[config.mk]
export PLATFORM = sky130hd
export DESIGN_NAME = rdac_ctrl
export DESIGN_NICKNAME = d
export VERILOG_FILES = /design/src/rdac_pkg.sv /design/src/rdac_pin_if.sv /design/src/rdac_ctrl.sv /design/src/rdac_pin_override.sv
export SDC_FILE = /design/constraint.sdc
export NUM_CORES = 1
export LEC_CHECK = 0
export BUFFER_PORTS_ARGS = -buffer_cell sky130_fd_sc_hd__buf_2
export CORE_MARGIN = 3
export CORE_UTILIZATION = 40
export CTS_BUF_LIST = sky130_fd_sc_hd__clkbuf_4
export DETAILED_ROUTE_END_ITERATION = 6
export HOLD_SLACK_MARGIN = 0.06
export MAX_ROUTING_LAYER = met4
export PLACE_DENSITY = 0.75
export SETUP_SLACK_MARGIN = 0.3
export SKIP_LAST_GASP = 1
export SYNTH_ARGS = -nofsm -noshare
export SYNTH_HDL_FRONTEND = slang
export SYNTH_SLANG_ARGS = --single-unit
[constraint.sdc]
create_clock -name ref_clk -period 4.6 [get_ports ref_clk]
set_input_delay 0.69 -clock ref_clk [delete_from_list [all_inputs] [get_ports ref_clk]]
set_output_delay 0.69 -clock ref_clk [all_outputs]
set_load 0.05 [all_outputs]
[src/rdac_pkg.sv]
// Package: register map, field positions and reset values of the reference converter control
package rdac_pkg;
    // Register byte addresses on the Avalon word bus
    localparam logic [3:0] RDAC_ADDR_ENABLE_SOURCE = 4'h0;
    localparam logic [3:0] RDAC_ADDR_LEVEL_SELECT = 4'h4;
    localparam logic [3:0] RDAC_ADDR_STATUS = 4'h8;
    // Field positions in ref_enable_source_ctrl
    localparam int RDAC_BIT_CONVERTER_ON = 7;
    localparam int RDAC_BIT_PIN_ONE = 5;
    localparam int RDAC_BIT_PIN_TWO = 4;
    localparam int RDAC_HI_SRC_MSB = 3;
    localparam int RDAC_HI_SRC_LSB = 2;
    localparam int RDAC_BIT_LOW_SRC = 0;
    // Writable bit masks; unimplemented bits read zero
    localparam logic [7:0] RDAC_MASK_ENABLE_SOURCE = 8'hbd;
    localparam logic [7:0] RDAC_MASK_LEVEL_SELECT = 8'h1f;
    // Reset values
    localparam logic [7:0] RDAC_RST_ENABLE_SOURCE = 8'h00;
    localparam logic [7:0] RDAC_RST_LEVEL_SELECT = 8'h00;
    // Answer to an unmapped read
    localparam logic [31:0] RDAC_UNMAPPED_DATA = 32'h0000_0000;
    // Positive ladder end source codes
    typedef enum logic [1:0] {
        RDAC_HI_SUPPLY = 2'h0,
        RDAC_HI_EXT_PIN = 2'h1,
        RDAC_HI_FIXED_REF = 2'h2,
        RDAC_HI_RESERVED = 2'h3
    } rdac_hi_src_t;
    // Bus answer handshake states
    typedef enum logic [0:0] {
        RDAC_BUS_IDLE,
        RDAC_BUS_ACK
    } rdac_bus_st_t;
endpackage : rdac_pkg

[src/rdac_pin_if.sv]
// Interface: per-pin override bundle between top and pin override module
`timescale 1ns/10ps
`default_nettype none
interface rdac_pin_if;
    logic ref_out_sel;
    logic pad_in;
    logic out_buf_off;
    logic in_det_off;
    logic pullup_off;
    logic cur_drive_off;
    logic read_value;
    modport ovr (
        input ref_out_sel,
        input pad_in,
        output out_buf_off,
        output in_det_off,
        output pullup_off,
        output cur_drive_off,
        output read_value
    );
    modport top (
        output ref_out_sel,
        output pad_in,
        input out_buf_off,
        input in_det_off,
        input pullup_off,
        input cur_drive_off,
        input read_value
    );
endinterface : rdac_pin_if
`default_nettype wire

[src/rdac_ctrl.sv]
// Module: top of the reference converter control with Avalon-MM slave
//
// Implementation choices: the register addresses and register access over Avalon-MM.
`timescale 1ns/10ps
`default_nettype none
module rdac_ctrl
    import rdac_pkg::*;
(
    // Clock, reset, enable
    input wire logic ref_clk,
    input wire logic rst_n,
    input wire logic clk_en,
    // Avalon-MM slave
    input wire logic [3:0] avs_address,
    input wire logic avs_read,
    input wire logic avs_write,
    input wire logic [31:0] avs_writedata,
    input wire logic [3:0] avs_byteenable,
    output logic [31:0] avs_readdata,
    output logic avs_waitrequest,
    // Pads seen by the digital input path
    input wire logic pad_one_in,
    input wire logic pad_two_in,
    // Analog ladder controls
    output logic converter_on,
    output logic [4:0] level_code,
    output logic [1:0] high_end_source_field,
    output logic low_end_source_bit,
    output logic [1:0] level_pin_drive_enables,
    // Pin one overrides and read value
    output logic level_pin_one_out_buf_off,
    output logic level_pin_one_in_det_off,
    output logic level_pin_one_pullup_off,
    output logic level_pin_one_cur_drive_off,
    output logic level_pin_one_read,
    // Pin two overrides and read value
    output logic level_pin_two_out_buf_off,
    output logic level_pin_two_in_det_off,
    output logic level_pin_two_pullup_off,
    output logic level_pin_two_cur_drive_off,
    output logic level_pin_two_read
);
    typedef struct packed {
        rdac_bus_st_t bus_st;
        logic wreq;
        logic [31:0] rdata;
        logic [7:0] ctrl0;
        logic [7:0] ctrl1;
        logic [1:0] sync1;
        logic [1:0] sync2;
        logic [1:0] ovr_buf;
        logic [1:0] ovr_det;
        logic [1:0] ovr_pu;
        logic [1:0] ovr_cd;
        logic [1:0] rd_val;
        logic [4:0] ladder_code;
        logic [1:0] hi_src;
        logic lo_src;
        logic conv_on;
        logic [1:0] pin_en;
    } rdac_state_t;

    rdac_state_t s_q;
    rdac_state_t s_d;
    logic [7:0] wr_byte;
    logic [7:0] status;

    rdac_pin_if p1();
    rdac_pin_if p2();

    // Pad overrides follow the stored enable bits
    assign p1.ref_out_sel = s_q.ctrl0[RDAC_BIT_PIN_ONE];
    assign p2.ref_out_sel = s_q.ctrl0[RDAC_BIT_PIN_TWO];
    assign p1.pad_in = s_q.sync2[0];
    assign p2.pad_in = s_q.sync2[1];

    rdac_pin_override u_pin_one (
        .pin(p1)
    );
    rdac_pin_override u_pin_two (
        .pin(p2)
    );

    // Byte lane 0 carries the 8-bit register
    assign wr_byte = avs_byteenable[0] ? avs_writedata[7:0] : 8'h00;
    // Live view of what the ladder currently sees
    assign status = {s_q.conv_on, 2'h0, s_q.ladder_code};

    // Next-state logic: bus slave, register file and output staging
    always_comb begin
        s_d = s_q;
        s_d.sync1 = {pad_two_in, pad_one_in};
        s_d.sync2 = s_q.sync1;
        unique case (s_q.bus_st)
            RDAC_BUS_IDLE: begin
                // One wait cycle, then accept; keeps readdata registered
                if (avs_read || avs_write) begin
                    s_d.bus_st = RDAC_BUS_ACK;
                    s_d.wreq = 1'b0;
                    s_d.rdata = RDAC_UNMAPPED_DATA;
                    if (avs_read) begin
                        unique case (avs_address)
                            RDAC_ADDR_ENABLE_SOURCE:
                                s_d.rdata = {24'h0, s_q.ctrl0};
                            RDAC_ADDR_LEVEL_SELECT:
                                s_d.rdata = {24'h0, s_q.ctrl1};
                            RDAC_ADDR_STATUS:
                                s_d.rdata = {24'h0, status};
                            default: s_d.rdata = RDAC_UNMAPPED_DATA;
                        endcase
                    end
                    if (avs_write && avs_byteenable[0]) begin
                        // Masks keep unimplemented bits at zero
                        if (avs_address == RDAC_ADDR_ENABLE_SOURCE) begin
                            s_d.ctrl0 = wr_byte & RDAC_MASK_ENABLE_SOURCE;
                        end
                        if (avs_address == RDAC_ADDR_LEVEL_SELECT) begin
                            s_d.ctrl1 = wr_byte & RDAC_MASK_LEVEL_SELECT;
                        end
                    end
                end
            end
            RDAC_BUS_ACK: begin
                s_d.bus_st = RDAC_BUS_IDLE;
                s_d.wreq = 1'b1;
            end
        endcase
        // Analog controls staged from stored registers, one edge after write
        s_d.conv_on = s_q.ctrl0[RDAC_BIT_CONVERTER_ON];
        s_d.ladder_code = s_q.ctrl1[4:0];
        s_d.pin_en = {s_q.ctrl0[RDAC_BIT_PIN_TWO],
                      s_q.ctrl0[RDAC_BIT_PIN_ONE]};
        // Reserved code passed as written; software must avoid it
        s_d.hi_src = s_q.ctrl0[RDAC_HI_SRC_MSB:RDAC_HI_SRC_LSB];
        s_d.lo_src = s_q.ctrl0[RDAC_BIT_LOW_SRC];
        s_d.ovr_buf = {p2.out_buf_off, p1.out_buf_off};
        s_d.ovr_det = {p2.in_det_off, p1.in_det_off};
        s_d.ovr_pu = {p2.pullup_off, p1.pullup_off};
        s_d.ovr_cd = {p2.cur_drive_off, p1.cur_drive_off};
        s_d.rd_val = {p2.read_value, p1.read_value};
    end

    // No sleep input: clock keeps running, so state survives a wake
    always_ff @(posedge ref_clk) begin
        if (!rst_n) begin
            s_q <= '0;
            s_q.bus_st <= RDAC_BUS_IDLE;
            s_q.wreq <= 1'b1;
            s_q.ctrl0 <= RDAC_RST_ENABLE_SOURCE;
            s_q.ctrl1 <= RDAC_RST_LEVEL_SELECT;
        end else if (clk_en) begin
            s_q <= s_d;
        end
    end

    // Outputs straight from flip-flops
    assign avs_readdata = s_q.rdata;
    assign avs_waitrequest = s_q.wreq; // High when idle, low in answer cycle
    assign converter_on = s_q.conv_on;
    assign level_code = s_q.ladder_code;
    assign high_end_source_field = s_q.hi_src;
    assign low_end_source_bit = s_q.lo_src;
    assign level_pin_drive_enables = s_q.pin_en;
    assign level_pin_one_out_buf_off = s_q.ovr_buf[0];
    assign level_pin_one_in_det_off = s_q.ovr_det[0];
    assign level_pin_one_pullup_off = s_q.ovr_pu[0];
    assign level_pin_one_cur_drive_off = s_q.ovr_cd[0];
    assign level_pin_one_read = s_q.rd_val[0];
    assign level_pin_two_out_buf_off = s_q.ovr_buf[1];
    assign level_pin_two_in_det_off = s_q.ovr_det[1];
    assign level_pin_two_pullup_off = s_q.ovr_pu[1];
    assign level_pin_two_cur_drive_off = s_q.ovr_cd[1];
    assign level_pin_two_read = s_q.rd_val[1];
endmodule : rdac_ctrl
`default_nettype wire

[src/rdac_pin_override.sv]
// Module: combinational pad override for one reference output pin
`timescale 1ns/10ps
`default_nettype none
module rdac_pin_override
    import rdac_pkg::*;
(
    // Pin bundle
    rdac_pin_if.ovr pin
);
    // Reference output forces all digital pad functions off
    always_comb begin
        pin.out_buf_off = pin.ref_out_sel;
        pin.in_det_off = pin.ref_out_sel;
        pin.pullup_off = pin.ref_out_sel;
        pin.cur_drive_off = pin.ref_out_sel;
        // Detector off, so the digital read is forced low
        pin.read_value = pin.ref_out_sel ? 1'b0 : pin.pad_in;
    end
endmodule : rdac_pin_override
`default_nettype wire

After elaboration in Yosys (flattened, before gate mapping)
Cells that the tools add are included.
Widths: inputs -> output; s select.
- equal/unequal tests: 3
- muxes and demuxes: 10
- bitwise logic cells: 1
- reduce and logical (&&, ||, !) cells: 7
- operators by type and width (operator ; number):
    $mux 50 ; 1
    $mux 8 ; 3
    $pmux 8 s3 ; 1
    $mux 16 ; 1
    $reduce_and 5->1 ; 2
    $mux 5 ; 1
    $eq 4x3->1 const B ; 1
    $eq 4x4->1 const B ; 1
    $logic_not 4->1 ; 1
    $pmux 2 s2 ; 1
    $reduce_and 3->1 ; 1
    $mux 1 ; 2
    $ne 2x2->1 const B ; 1
    $reduce_and 2->1 ; 1
    $logic_and 1x1->1 ; 1
    $logic_or 1x1->1 ; 1
    $not 1->1 ; 1
- register bits: 62
- word-level logic and storage cells: 34

Logic depth before layout (Yosys ltp)
- depth after elaboration: 5
- mapped depth: 5
- mapped depth without buffers: 3

By module
From an unflattened synthesis, not the netlist that was laid out.
- cells, all modules: 224
- area total of the unflattened synthesis: 2205.9 sq um
- modules (own cells, without submodules) (module ; instances ; cells an instance ; area an instance (sq um) ; sequential area each (sq um)):
    rdac_ctrl ; 1 ; 214 ; 2118.3 ; 900.9
    rdac_pin_override ; 2 ; 5 ; 43.8 ; 0.0

Least setup slack after synthesis
Ideal clock, no wire load.
- kind: input to register
- start: in avs_address[3]
- end: reg s_q (netlist bit avs_readdata[5])
- setup time: 0.070 ns
- data arrival time: 2.009 ns
- required time: 4.530 ns
- slack: 2.521 ns
- stages on the path: 4
- buffers on the path: 1
- cells stage by stage: buf_4 > or4_4 > or4_1 > a21boi_1
- cells in the longest elaborated chain, start to end: 3
- elaborated cells between the ends (all ways): 5
- those cells by class: eq/ne (2); mux (2); reduce/logical (1)
- RTL lines (element ; RTL line ; source):
    start: declaration ; rdac_ctrl.sv:14 ; input wire logic [3:0] avs_address,
    $eq 4x4->1 (tied with other cells) ; rdac_ctrl.sv:102 ; unique case (avs_address)
    $pmux 8 s3 * ; rdac_ctrl.sv:102 ;
    $mux 8 * ; rdac_ctrl.sv:101 ; if (avs_read) begin
    end: declaration ; rdac_ctrl.sv:63 ; rdac_state_t s_q;
Every way passes the cells marked *; elsewhere a longest branch is shown, timed or not.
A chain may end at the register's enable or synchronous reset.

Worst setup path after layout
- start: in clk_en
- end: reg s_q (netlist bit avs_readdata[2])
- cells in the longest elaborated chain, start to end: 1
- RTL lines (element ; RTL line ; source):
    start: declaration ; rdac_ctrl.sv:12 ; input wire logic clk_en,
    $reduce_and 3->1 (no source line) ; n/a ;
No other way between the ends.

==> flow_summary.ini <==
[run_status]
status = finished, final reports clean

[clock_tree]
cts.clk_slew.worst_paths_ps = 100
clock_latency_ps = 340
post_cts_buffers = 0
cts_hold_buf = 0
cts_resized = 0
cts_root_buf = clkbuf_4
cts_buffers = 5
cts_tree = done
htree_num_levels = 2
clock_path_buffers = 2
cts.sinks = 37

[global_routing]
grt_pass1_wl_um = 6000
gr-usage-all-layers_pct = 14.7
overflow = 0
antenna_found_initial = 0
grt_pass1_vias = 1201
grt_start_max_net_pins = 36

[routing]
post_drt_wl_per_cell_um = 13.8
vias = 1464
routed_via_density = 5.15
dr.pass1.iters = 4
remaining_drc_errors = 0
wl_um = 3910
antenna_left = 0
first_iter_violations = 128

[pwr]
ir_drop_v = 0.000101
power.density_nw_per_um2 = 293
leakagePower_nw = 0.857

[layout]
syn_to_final_growth_pct = 7.46
fill_cells = 453
drive_gt1_share_pct = 25.0
final_area_um2 = 2000
nets = 279
diodes = 0
final_common_cell = buf_2
most-common-layout-cells = buf_2, dfxtp_1, conb_1, o21ai_0
fin_util_pct = 45.3

[min_path]
hold_path_class = flop to flop
hold_depth = 2

[yosys]
yosys_warnings = 0
synthesis.area_um2 = 1860
ys_seq_area_share_pct = 39.8
synth_cells = 198
synth_mux_area_share_pct = 8.67
yosys.area_share.xor_xnor_pct = 0
synth_cell_type_count = 34
synth_area_per_cell_um2 = 9.40
synth-simple-area-share_pct = 19.1
synth_top_family_by_area = simple AND/OR/NAND/NOR gates
synth_fa_ha_area_share_pct = 0
synth_compound_area_share_pct = 15.3
synth_seq_cells = 37

[timing]
rsz0062_at_grt = no
tightest_slew_ps = 955
finalCritPeriodShare_pct = 44.1
setup_tns_ps = 0
fin_crit_ps = 2030
slew_viol_final = 0
final-hold-violation-count = 0
setup_viol = 0
relSlewSlack_pct = 35.8
fmax_mhz = 493
clock_skew_ps = 5.34

[worst_setup_path]
worstPathMaxFanout = 26
cp-end-kind = flop
worstSetupPathType = input port to flop
required_ps = 4870
startpoint_type = input port
critical_path_arrival_ps = 2290
r2r.worst_path.cells = 3

[floorplan]
core_um2 = 4410
die_width_um = 74.2
fp-row-count = 24
start_util_pct = 42.2
dieHeight_um = 74.2
io_pins = 101
die-area_um2 = 5510

[place]
portBuffers = 47
placed_area_um2 = 1950
place.gp.congestion = 0.773
dpl.hpwl_um = 2760

[flow_run]
cap_violations = 0
==> per-stage QoR <==
stage	total power, mW	setup slack [ps]	instances	hold slack (ps)
CTS	0.592	2580	284	474
detailed placement	0.429	2220	277	459
floorplan	0.428	2520	222	464
finish	0.586	2570	284	468
global route	0.611	2450	284	499
global placement	0.428	2240	277	442
==> path summary, 6_finish.rpt <==
check / start / to / slack (ps)
setup / recovery: clk_en / avs_readdata[2] / 2570
hold / removal: avs_readdata[2] / avs_readdata[2] / 470
setup reg to reg: s_q[74] / avs_readdata[2] / 3050
hold reg to reg: avs_readdata[2] / avs_readdata[2] / 470
==> final cells by class <==
type                       count  area [um^2]  share of cell area (%)
inverter                       4         15.0                   0.750
clock buffer                   6         45.0                    2.25
clock inverter                 1         3.75                   0.188
multi-input combinational    137          896                    44.8
tap                           52         65.1                    3.25
sequential                    37          741                    37.0
timing repair buffer          47          235                    11.8
==> critical path, stage by stage <==
cell	delay (ps)
buf_2	490
nor4b_1	560
nand3_1	320
o22ai_1	230
==> flip-flops by register name, indices dropped and copies added, names as in the netlist, 2 cells and up <==
signal and flops:
s_d 11, level_pin_drive_enables 2, high_end_source_field 2, level_code 5
avs_readdata 7
==> logic make-up (layout without fill, tap and decap cells) <==
kind of cell           Yosys count  count (layout)
and+or+nand+nor                 53              53
buffers and inverters           48              58
AOI/OAI and AO/OA               43              43
DFF                             37              37
muxes                           16              16
other                            1              25
==> layer usage <==
| layer | global-route usage, % | vias up | share of wire, % |
|---|---|---|---|
| met5 | - | - | 0 |
| met4 | 5.34 | 0 | 1.5 |
| met3 | 4.32 | 6 | 9.7 |
| met2 | 21.0 | 60 | 46 |
| met1 | 19.7 | 676 | 43 |
| li1 | - | 722 | - |
==> power breakdown <==
part           total [mW]  switching [mW]  internal, mW
registers           0.326         0.00229         0.324
logic              0.0957          0.0764        0.0193
clock network       0.164           0.103        0.0614
==> cell usage after synthesis <==
cell       n  area (um^2)
nand2b_1   4         25.0
a222oi_1   4         40.0
o21ai_0   17         85.1
buf_1      2         7.51
nor2b_1   16          100
nand3_1    2         10.0
mux2_2     1         11.3
nand3b_1   2         15.0
nand4b_1   1         8.76
or4_1      1         7.51
a21boi_0  16          120
mux2i_1   15          150
and3b_1    1         8.76
inv_1      4         15.0
o211ai_1   1         7.51
nand2_1    3         11.3
or4_4      1         11.3
a21boi_1   1         7.51
clkbuf_1   7         26.3
or4b_2     1         10.0
and2b_1    1         7.51
conb_1     1         3.75
and2_1     1         6.26
nor4b_1    2         17.5
dfxtp_1   37          741
nor3_1     1         5.00
buf_6      1         11.3
nand4_1   12         75.1
o22ai_1    4         25.0
and3b_2    1         10.0
and4b_1    1         10.0
nor2_1     1         3.75
buf_4     34          255
nor4_2     1         12.5
Power figures use the tool's default switching activity.
